$ cat config.mk
export PLATFORM = sky130hd
export DESIGN_NAME = sbl_boot_loader
export DESIGN_NICKNAME = d
export VERILOG_FILES = /design/src/logic/sbl_pkg.sv /design/src/logic/sbl_boot_loader.sv /design/src/logic/sbl_uart_rx.sv /design/src/logic/sbl_uart_tx.sv
export VERILOG_INCLUDE_DIRS = /design/src /design/src/logic
export SDC_FILE = /design/constraint.sdc
export NUM_CORES = 1
export LEC_CHECK = 0
export BUFFER_PORTS_ARGS = -buffer_cell sky130_fd_sc_hd__buf_4
export CORE_UTILIZATION = 54
export DETAILED_ROUTE_END_ITERATION = 7
export GPL_ROUTABILITY_DRIVEN = 1
export PLACE_DENSITY = 0.74
export SKIP_LAST_GASP = 1
export SYNTH_ARGS = -nofsm -noshare
export SYNTH_HDL_FRONTEND = slang
export SYNTH_HIERARCHICAL = 1
export SYNTH_SLANG_ARGS = --single-unit
$ cat constraint.sdc
create_clock -name CORE_CLK_I -period 6.4 [get_ports CORE_CLK_I]
set_input_delay 0.64 -clock CORE_CLK_I [delete_from_list [all_inputs] [get_ports CORE_CLK_I]]
set_output_delay 0.64 -clock CORE_CLK_I [all_outputs]
set_load 0.03 [all_outputs]
$ cat src/logic/sbl_defines.svh
// Constants of the serial boot loader: offsets, fields, reset values, timing
`ifndef SBL_DEFINES_SVH
`define SBL_DEFINES_SVH

// ****************************************
// Timing
// ****************************************
`define SBL_CLK_HZ 40000000
`define SBL_READY_STATES 100
`define SBL_READY_CYC (`SBL_READY_STATES * (`SBL_CLK_HZ / `SBL_CLK_HZ))
`define SBL_MEAS_BITS 9

// ****************************************
// Handshake bytes and flash
// ****************************************
`define SBL_ACK_BYTE 8'h00
`define SBL_SYNC_BYTE 8'h55
`define SBL_ERASED_BYTE 8'hFF

// ****************************************
// RAM map
// ****************************************
`define SBL_RES_LO_BASE 16'hFB80
`define SBL_RES_LO_END 16'hFBDF
`define SBL_INT_KEEP_END 16'hFB8F
`define SBL_RES_HI_BASE 16'hFF6E
`define SBL_RES_HI_END 16'hFF7F
`define SBL_WIN_BASE 16'hFBE0
`define SBL_WIN_END 16'hFF6D
`define SBL_WIN_BYTES 910

// ****************************************
// Register port
// ****************************************
`define SBL_REG_CTRL 4'h0
`define SBL_REG_BAUD 4'h1
`define SBL_REG_STAT 4'h2
`define SBL_REG_COUNT 4'h3
`define SBL_RX_ON_POS 0
`define SBL_TX_ON_POS 1
`define SBL_CTRL_RST 2'h0
`define SBL_BAUD_RST 16'h0000

`endif

$ cat src/logic/sbl_pkg.sv
// Types shared by the serial boot loader modules
package sbl_pkg;

  // ****************************************
  // Loader states, one-hot
  // ****************************************
  typedef enum logic [9:0] {
    SBL_IDLE   = 10'h001,
    SBL_READY  = 10'h002,
    SBL_LOWW   = 10'h004,
    SBL_LOWM   = 10'h008,
    SBL_ACK    = 10'h010,
    SBL_SYNC   = 10'h020,
    SBL_ERASE  = 10'h040,
    SBL_LOAD   = 10'h080,
    SBL_BRANCH = 10'h100,
    SBL_DONE   = 10'h200
  } sbl_state_t;

  // ****************************************
  // RAM write port
  // ****************************************
  typedef struct packed {
    logic we;
    logic [15:0] addr;
    logic [7:0] data;
  } sbl_ram_wr_t;

endpackage : sbl_pkg

$ cat src/logic/sbl_boot_loader.sv
// Serial boot loader: mode latch, bit rate measurement, handshake, download, branch
`timescale 1ns/1ps
`include "sbl_defines.svh"
module sbl_boot_loader #(
  parameter int LOAD_BYTES = `SBL_WIN_BYTES,
  parameter int DIV_W = 16
) (
  // Clock and resets
  input wire logic CORE_CLK_I,
  input wire logic RST_I,
  input wire logic WDT_RST_I,
  // Mode pins
  input wire logic FLASH_SUPPLY_HV_I,
  input wire logic MODE_SEL_HV_I,
  output logic BOOT_MODE_O,
  // Serial line
  input wire logic RXD_I,
  output logic TXD_O,
  output logic TXD_OE_O,
  // Flash erase
  input wire logic FLASH_BLANK_I,
  input wire logic FLASH_ERASE_DONE_I,
  output logic FLASH_ERASE_O,
  output logic INT_BLOCK_O,
  // RAM write and reserved area
  output sbl_pkg::sbl_ram_wr_t RAM_WR_O,
  output logic RES_RAM_BUSY_O,
  // CPU branch
  output logic CPU_BRANCH_O,
  output logic [15:0] CPU_PC_O,
  // Register port
  input wire logic [3:0] REG_ADDR_I,
  input wire logic [15:0] REG_WDATA_I,
  input wire logic REG_WE_I,
  input wire logic REG_RE_I,
  output logic [15:0] REG_RDATA_O
);
  import sbl_pkg::*;
  // ****************************************
  // Elaboration checks
  // ****************************************
  if (LOAD_BYTES < 1 || LOAD_BYTES > `SBL_WIN_BYTES) begin : g_chk_len
    $error("LOAD_BYTES must lie within the program window");
  end
  if (DIV_W < 8 || DIV_W > 16) begin : g_chk_div
    $error("DIV_W must lie between 8 and 16");
  end
  localparam logic [15:0] LAST_IDX = 16'(LOAD_BYTES - 1);
  localparam logic [15:0] READY_CYC = 16'(`SBL_READY_CYC);
  localparam logic [3:0] MEAS_LAST = 4'(`SBL_MEAS_BITS - 1);
  localparam logic [DIV_W-1:0] DIV_MAX = '1;
  localparam logic [1:0] CTRL_RST = `SBL_CTRL_RST;
  // ****************************************
  // Declarations
  // ****************************************
  sbl_state_t state_q;
  logic rst_q;
  logic boot_q;
  logic loader_rst;
  logic [15:0] cnt_q;
  logic [3:0] pre_q;
  logic [DIV_W-1:0] div_q;
  logic rx_on_q;
  logic tx_on_q;
  logic ack_sent_q;
  logic erase_q;
  logic branch_q;
  logic [15:0] pc_q;
  sbl_ram_wr_t ram_q;
  logic [15:0] rdata_q;
  logic tx_start;
  logic tx_busy;
  logic txd_line;
  logic rx_valid;
  logic [7:0] rx_data;
  logic sw_ctrl_we;
  logic sw_baud_we;
  assign loader_rst = RST_I | WDT_RST_I;
  assign sw_ctrl_we = REG_WE_I && (REG_ADDR_I == `SBL_REG_CTRL);
  assign sw_baud_we = REG_WE_I && (REG_ADDR_I == `SBL_REG_BAUD);
  // ****************************************
  // Boot mode latch
  // ****************************************
  always_ff @(posedge CORE_CLK_I) begin
    rst_q <= RST_I;
  end
  // Watchdog reset leaves the latch alone
  always_ff @(posedge CORE_CLK_I) begin
    if (RST_I) begin
      boot_q <= 1'b0;
    end else if (rst_q) begin
      boot_q <= FLASH_SUPPLY_HV_I & MODE_SEL_HV_I;
    end else if (!MODE_SEL_HV_I) begin
      boot_q <= 1'b0;
    end
  end
  // ****************************************
  // Loader sequence
  // ****************************************
  always_ff @(posedge CORE_CLK_I) begin
    if (loader_rst) begin
      state_q <= SBL_IDLE;
    end else if (!boot_q) begin
      state_q <= SBL_IDLE;
    end else begin
      case (state_q)
        SBL_IDLE: begin
          state_q <= SBL_READY;
        end
        SBL_READY: begin
          if (cnt_q == READY_CYC - 16'h0001) begin
            state_q <= SBL_LOWW;
          end
        end
        SBL_LOWW: begin
          if (!RXD_I) begin
            state_q <= SBL_LOWM;
          end
        end
        SBL_LOWM: begin
          if (RXD_I) begin
            state_q <= (div_q == '0) ? SBL_LOWW : SBL_ACK;
          end
        end
        SBL_ACK: begin
          if (ack_sent_q && !tx_busy) begin
            state_q <= SBL_SYNC;
          end
        end
        SBL_SYNC: begin
          if (rx_valid && rx_data == `SBL_SYNC_BYTE) begin
            state_q <= SBL_ERASE;
          end
        end
        SBL_ERASE: begin
          if (FLASH_BLANK_I || FLASH_ERASE_DONE_I) begin
            state_q <= SBL_LOAD;
          end
        end
        SBL_LOAD: begin
          if (rx_valid && cnt_q == LAST_IDX) begin
            state_q <= SBL_BRANCH;
          end
        end
        SBL_BRANCH: begin
          if (!tx_busy) begin
            state_q <= SBL_DONE;
          end
        end
        SBL_DONE: begin
          state_q <= SBL_DONE;
        end
        default: begin
          state_q <= SBL_IDLE;
        end
      endcase
    end
  end
  // ****************************************
  // Ready delay and load index
  // ****************************************
  always_ff @(posedge CORE_CLK_I) begin
    if (loader_rst) begin
      cnt_q <= 16'h0000;
    end else begin
      case (state_q)
        SBL_READY: begin
          cnt_q <= cnt_q + 16'h0001;
        end
        SBL_LOAD: begin
          if (rx_valid) begin
            cnt_q <= cnt_q + 16'h0001;
          end
        end
        default: begin
          cnt_q <= 16'h0000;
        end
      endcase
    end
  end
  // ****************************************
  // Low period measurement
  // ****************************************
  // One divisor step per nine low clocks gives clocks per bit
  always_ff @(posedge CORE_CLK_I) begin
    if (loader_rst) begin
      pre_q <= 4'h0;
    end else if (state_q == SBL_LOWM && !RXD_I) begin
      pre_q <= (pre_q == MEAS_LAST) ? 4'h0 : pre_q + 4'h1;
    end else begin
      pre_q <= 4'h0;
    end
  end
  // Hardware update wins over a software write
  always_ff @(posedge CORE_CLK_I) begin
    if (RST_I) begin
      div_q <= DIV_W'(`SBL_BAUD_RST);
    end else if (state_q == SBL_LOWW && !RXD_I && boot_q && !WDT_RST_I) begin
      div_q <= '0;
    end else if (state_q == SBL_LOWM && !RXD_I && pre_q == MEAS_LAST && div_q != DIV_MAX) begin
      div_q <= div_q + 1'b1;
    end else if (sw_baud_we) begin
      div_q <= REG_WDATA_I[DIV_W-1:0];
    end
  end
  // ****************************************
  // Serial control bits
  // ****************************************
  always_ff @(posedge CORE_CLK_I) begin
    if (RST_I) begin
      rx_on_q <= CTRL_RST[`SBL_RX_ON_POS];
      tx_on_q <= CTRL_RST[`SBL_TX_ON_POS];
    end else if (state_q == SBL_LOWM && RXD_I && div_q != '0) begin
      rx_on_q <= 1'b1;
      tx_on_q <= 1'b1;
    end else if (state_q == SBL_BRANCH) begin
      rx_on_q <= 1'b0;
      tx_on_q <= 1'b0;
    end else if (sw_ctrl_we) begin
      rx_on_q <= REG_WDATA_I[`SBL_RX_ON_POS];
      tx_on_q <= REG_WDATA_I[`SBL_TX_ON_POS];
    end
  end

  // ****************************************
  // Acknowledge byte
  // ****************************************
  assign tx_start = (state_q == SBL_ACK) && tx_on_q && !ack_sent_q && !tx_busy;
  always_ff @(posedge CORE_CLK_I) begin
    if (loader_rst || state_q != SBL_ACK) begin
      ack_sent_q <= 1'b0;
    end else if (tx_start) begin
      ack_sent_q <= 1'b1;
    end
  end
  sbl_uart_tx #(
    .DIV_W(DIV_W)
  ) u_tx (
    .clk_i(CORE_CLK_I),
    .rst_i(loader_rst),
    .div_i(div_q),
    .start_i(tx_start),
    .data_i(`SBL_ACK_BYTE),
    .busy_o(tx_busy),
    .txd_o(txd_line)
  );
  sbl_uart_rx #(
    .DIV_W(DIV_W)
  ) u_rx (
    .clk_i(CORE_CLK_I),
    .rst_i(loader_rst),
    .en_i(rx_on_q),
    .div_i(div_q),
    .rxd_i(RXD_I),
    .valid_o(rx_valid),
    .data_o(rx_data)
  );
  // ****************************************
  // Flash erase and interrupt block
  // ****************************************
  always_ff @(posedge CORE_CLK_I) begin
    if (loader_rst) begin
      erase_q <= 1'b0;
    end else begin
      erase_q <= boot_q && state_q == SBL_ERASE && !FLASH_BLANK_I && !FLASH_ERASE_DONE_I;
    end
  end
  // ****************************************
  // Program download
  // ****************************************
  always_ff @(posedge CORE_CLK_I) begin
    if (loader_rst) begin
      ram_q <= '0;
    end else begin
      ram_q.we <= boot_q && state_q == SBL_LOAD && rx_valid;
      if (state_q == SBL_LOAD && rx_valid) begin
        ram_q.addr <= `SBL_WIN_BASE + cnt_q;
        ram_q.data <= rx_data;
      end
    end
  end
  // ****************************************
  // Branch to the program
  // ****************************************
  // Only the program counter is loaded; the serial enables clear in SBL_BRANCH in the control bits block above
  always_ff @(posedge CORE_CLK_I) begin
    if (loader_rst) begin
      branch_q <= 1'b0;
      pc_q <= 16'h0000;
    end else begin
      branch_q <= boot_q && state_q == SBL_BRANCH && !tx_busy;
      if (state_q == SBL_BRANCH && !tx_busy) begin
        pc_q <= `SBL_WIN_BASE;
      end
    end
  end
  // ****************************************
  // Register read
  // ****************************************
  always_ff @(posedge CORE_CLK_I) begin
    if (RST_I) begin
      rdata_q <= 16'h0000;
    end else if (REG_RE_I) begin
      case (REG_ADDR_I)
        `SBL_REG_CTRL: begin
          rdata_q <= {14'h0000, tx_on_q, rx_on_q};
        end
        `SBL_REG_BAUD: begin
          rdata_q <= 16'(div_q);
        end
        `SBL_REG_STAT: begin
          rdata_q <= {3'h0, erase_q, 1'b0, boot_q, state_q};
        end
        `SBL_REG_COUNT: begin
          rdata_q <= cnt_q;
        end
        default: begin
          rdata_q <= 16'h0000;
        end
      endcase
    end else begin
      rdata_q <= 16'h0000;
    end
  end
  // ****************************************
  // Outputs
  // ****************************************
  assign BOOT_MODE_O = boot_q;
  // Idle high line in boot mode; a high output once the program runs
  assign TXD_O = (state_q == SBL_DONE) ? 1'b1 : txd_line;
  assign TXD_OE_O = boot_q;
  assign FLASH_ERASE_O = erase_q;
  assign INT_BLOCK_O = erase_q;
  assign RAM_WR_O = ram_q;
  assign RES_RAM_BUSY_O = boot_q && state_q != SBL_DONE && state_q != SBL_IDLE;
  assign CPU_BRANCH_O = branch_q;
  assign CPU_PC_O = pc_q;
  assign REG_RDATA_O = rdata_q;
endmodule : sbl_boot_loader

$ cat src/logic/sbl_uart_rx.sv
// Asynchronous serial receiver, 8 data bits, 1 stop bit, no parity
`timescale 1ns/1ps
module sbl_uart_rx #(
  parameter int DIV_W = 16
) (
  // Clock and reset
  input wire logic clk_i,
  input wire logic rst_i,
  // Enable and bit period in clocks
  input wire logic en_i,
  input wire logic [DIV_W-1:0] div_i,
  // Line
  input wire logic rxd_i,
  // Received byte
  output logic valid_o,
  output logic [7:0] data_o
);
  logic rxd_q;
  logic busy_q;
  logic [3:0] bit_q;
  logic [DIV_W-1:0] tmr_q;
  logic [7:0] sh_q;
  logic valid_q;

  always_ff @(posedge clk_i) begin
    if (rst_i) begin
      rxd_q <= 1'b1;
      busy_q <= 1'b0;
      bit_q <= 4'h0;
      tmr_q <= '0;
      sh_q <= 8'h00;
      valid_q <= 1'b0;
    end else begin
      rxd_q <= rxd_i;
      valid_q <= 1'b0;
      if (!busy_q) begin
        // Start edge, first sample at mid bit
        if (en_i && rxd_q && !rxd_i) begin
          busy_q <= 1'b1;
          bit_q <= 4'h0;
          tmr_q <= {1'b0, div_i[DIV_W-1:1]};
        end
      end else if (tmr_q > 1) begin
        tmr_q <= tmr_q - 1'b1;
      end else begin
        tmr_q <= div_i;
        bit_q <= bit_q + 4'h1;
        if (bit_q == 4'h0 && rxd_i) begin
          busy_q <= 1'b0;
        end else if (bit_q == 4'h9) begin
          busy_q <= 1'b0;
          valid_q <= rxd_i;
        end else if (bit_q != 4'h0) begin
          sh_q <= {rxd_i, sh_q[7:1]};
        end
      end
    end
  end

  assign valid_o = valid_q;
  assign data_o = sh_q;
endmodule : sbl_uart_rx

$ cat src/logic/sbl_uart_tx.sv
// Asynchronous serial transmitter, 8 data bits, 1 stop bit, no parity
`timescale 1ns/1ps
module sbl_uart_tx #(
  parameter int DIV_W = 16
) (
  // Clock and reset
  input wire logic clk_i,
  input wire logic rst_i,
  // Bit period in clocks
  input wire logic [DIV_W-1:0] div_i,
  // Byte request
  input wire logic start_i,
  input wire logic [7:0] data_i,
  output logic busy_o,
  // Line
  output logic txd_o
);
  logic [9:0] sh_q;
  logic [3:0] bit_q;
  logic [DIV_W-1:0] tmr_q;
  logic busy_q;

  always_ff @(posedge clk_i) begin
    if (rst_i) begin
      sh_q <= 10'h3FF;
      bit_q <= 4'h0;
      tmr_q <= '0;
      busy_q <= 1'b0;
    end else if (!busy_q) begin
      if (start_i) begin
        sh_q <= {1'b1, data_i, 1'b0};
        bit_q <= 4'h0;
        tmr_q <= div_i;
        busy_q <= 1'b1;
      end
    end else if (tmr_q > 1) begin
      tmr_q <= tmr_q - 1'b1;
    end else begin
      tmr_q <= div_i;
      sh_q <= {1'b1, sh_q[9:1]};
      bit_q <= bit_q + 4'h1;
      if (bit_q == 4'h9) begin
        busy_q <= 1'b0;
      end
    end
  end

  assign busy_o = busy_q;
  assign txd_o = busy_q ? sh_q[0] : 1'b1;
endmodule : sbl_uart_tx

==> results.py <==
metrics = {
    "grt": {
        "use_met2_pct": 47.6,
        "grt_util_met1_pct": 38.8,
        "grt_pass1_wl_um": 39000,
        "grt_usage_pct": 29.8,
        "grtUsageMet3_pct": 5.90,
        "grt.busiest_layer": "met2",
        "grt_pass1_vias": 7473,
        "antenna_found_initial": 0,
        "grt_max_degree": 46,
        "gr-total-overflow": 0,
    },
    "power_and_ir_drop": {
        "power_density_nw_per_um2": 209,
        "peakVddDrop_v": 0.000191,
        "power.leakage_nw": 3.50,
    },
    "sta": {
        "whs_ns": 0.398,
        "slew_headroom_pct": 16.7,
        "rsz0062_at_grt": "no",
        "period_share_pct": 46.7,
        "fin_setup_tns_ns": 0,
        "setup_slack_ns": 3.41,
        "finalHoldViolations": 0,
        "fmax_ghz": 0.334,
        "min_period_ns": 2.99,
        "slew_viol_final": 0,
        "tightest_slew_ns": 1.24,
        "fin_skew_ns": 0.00729,
        "setup_viol": 0,
    },
    "synth": {
        "yosysMostFrequentCell": "dfxtp_1",
        "syn_avg_cell_area_um2": 8.23,
        "synthDistinctLibCells": 90,
        "synthArstFlopShare_pct": 0,
        "synth_top_area_cell": "dfxtp_1",
        "synth_ff_type": "dfxtp_1",
        "syn_area_um2": 8820,
        "ys_ff_latch": 156,
        "synth.area.top_cells": "dfxtp_1, nor2_1, a21oi_1",
        "syn_inst": 1072,
        "seq_area_frac_synth_pct": 35.4,
        "yosys_warnings": 6,
        "synth_edf_count": 0,
        "synth_top_area_share_pct": 35.4,
        "synth_common_cells": "dfxtp_1, nor2_1, nand2_1",
    },
    "cts": {
        "clockBufferDepth": 2,
        "cts_sinks": 156,
        "hold_buffers": 0,
        "ctsResizeCount": 0,
        "clk_latency_ns": 0.43,
        "ctsHtreeMaxLevel": 4,
        "clockRootBuffer": "clkbuf_16",
        "path_clk_slew_ns": 0.06,
        "cts_tree": "done",
        "cts_setup_buffers": 0,
        "cts_buffers": 17,
    },
    "worst_setup_path": {
        "path_max_fanout": 11,
        "endpoint_kind": "output port",
        "start_kind": "register",
        "required_ns": 5.76,
        "cp-startpoint": "state_q[2]",
        "reg2reg_from": "state_q[2]",
        "max_stage_delay_ns": 0.70,
        "cpMaxStageDelayCell": "or4_1",
        "ff2ff_path_depth": 5,
        "worstPathCellList": "or4_1 > nand2b_1 > o31a_1 > buf_4",
        "crit_path_end": "RES_RAM_BUSY_O",
        "worstSetupPathType": "register to output port",
        "worst_r2r_endpoint": "cnt_q[0]",
        "rrSetupSlack_ns": 3.46,
        "arrival_ns": 2.35,
    },
    "detailed_routing": {
        "drtPass1Iterations": 5,
        "route.antenna.remaining_nets": 0,
        "drc": 0,
        "wirelength_um": 24500,
        "drtIter0Drc": 856,
        "via_per_inst": 6.23,
        "wl_per_cell_um": 18.4,
        "dr_total_vias": 8287,
    },
    "floorplanning": {
        "start_util_pct": 55.3,
        "io_pins": 94,
        "die_h_um": 130,
        "dieArea_um2": 16900,
        "die_w_um": 130,
        "row_count": 46,
        "coreArea_um2": 15900,
    },
    "cells_and_area": {
        "final_nets": 1148,
        "syn_to_final_growth_pct": 12.8,
        "drive_gt1_share_pct": 15.4,
        "instances_no_fill": 1330,
        "seq_area_um2": 3120,
        "fillerInstances": 1434,
        "num_antenna_cells": 0,
        "multi_input_area_um2": 5160,
    },
    "placed_design": {
        "portBuffers": 87,
        "place_congestion": 0.931,
        "dp.final_hpwl_um": 16500,
        "place_ws_ns": 3.47,
        "dp.cells": 1298,
    },
    "run": {
        "drv_cap": 0,
    },
    "run_status": {
        "status": "completed",
    },
    "worst_hold_path": {
        "hp-class": "primary input to register",
    },
}
-- power by group --
group / switching, mW / internal (mW) / leakage [nW]
Combinational: 0.0461 / 0.0268 / 1.97
Clock: 0.436 / 0.586 / 0.279
Sequential: 0.00791 / 0.973 / 1.26
-- how the worst min path moves through the flow --
stage                       startpoint      endpoint  slack (ns)  cells past startpoint
final                            RST_I         rst_q        0.40                      1
after global placement        pre_q[0]      pre_q[0]        0.45                      1
after CTS                        RST_I         rst_q        0.38                      1
after floorplan               pre_q[0]      pre_q[0]        0.43                      1
after global routing             RST_I         rst_q        0.38                      1
after detailed placement  RAM_WR_O[19]  RAM_WR_O[19]        0.45                      2
-- cell usage in the layout (no fill, tap or decap), types with 27 or more instances in the layout --
master / netlist / layout
a31oi_1: 33 / 33
nand2_1: 80 / 80
inv_1: 31 / 30
buf_4: 20 / 91
a21oi_1: 77 / 77
nor2_1: 112 / 112
mux2i_1: 38 / 38
dfxtp_1: 156 / 156
nand3_1: 40 / 40
o21ai_0: 27 / 27
nor3_1: 63 / 63
-- layout make-up --
class	instances	area share, %
clock buffers	19	4.35
clock inverters	13	1.58
inverters	33	1.24
multi-input cells	802	51.9
flip-flops and latches	156	31.4
well taps	216	2.72
repair buffers	91	6.86
-- flip-flops by register name, summed over array words and instances (netlist names), 4 cells and up --
name	flops
u_tx/tmr_q	16
u_rx/tmr_q	16
div_q	16
REG_RDATA_O	16
RAM_WR_O	25
pre_q	4
cnt_q	16
u_tx/bit_q	4
u_rx/bit_q	4
state_q	10
u_rx/data_o	8
u_tx/sh_q	9
-- critical path: cells and delay by family, from the launching register on --
kind	cells	cell delay, ns
buffers and inverters	1	0.18
and+or+nand+nor	2	1.00
DFF	1	0.40
AOI/OAI and AO/OA	1	0.35
-- through the flow --
step                      power, mW  instance area [µm²]  util, %
after floorplan                1.05                 8870        -
after CTS                      2.09                 9950     62.4
after global placement         1.07                 9360     58.7
after global routing           2.14                 9950     62.4
final                          2.08                 9950     62.4
after detailed placement       1.07                 9360     58.7
-- logic make-up after synthesis --
kind of cell / count (synthesis) / share of synthesized area (%)
flops: 156 / 35.4
compound gates: 259 / 20.0
other cells: 1 / 0.0425
xor+xnor: 33 / 3.28
mux: 57 / 6.99
buf+inv: 127 / 6.72
fa+ha+maj: 17 / 2.41
simple gates: 422 / 25.2
-- per-layer routing --
| layer | vias up | part of all wire, % | routed length [µm] |
|---|---|---|---|
| met5 | - | 0 | 0 |
| met4 | 0 | 3.7 | 915 |
| met3 | 61 | 6.4 | 1570 |
| met2 | 339 | 47 | 11400 |
| met1 | 3904 | 43 | 10600 |
| li1 | 3983 | - | - |
No activity file was read; power rests on OpenSTA's default activity.
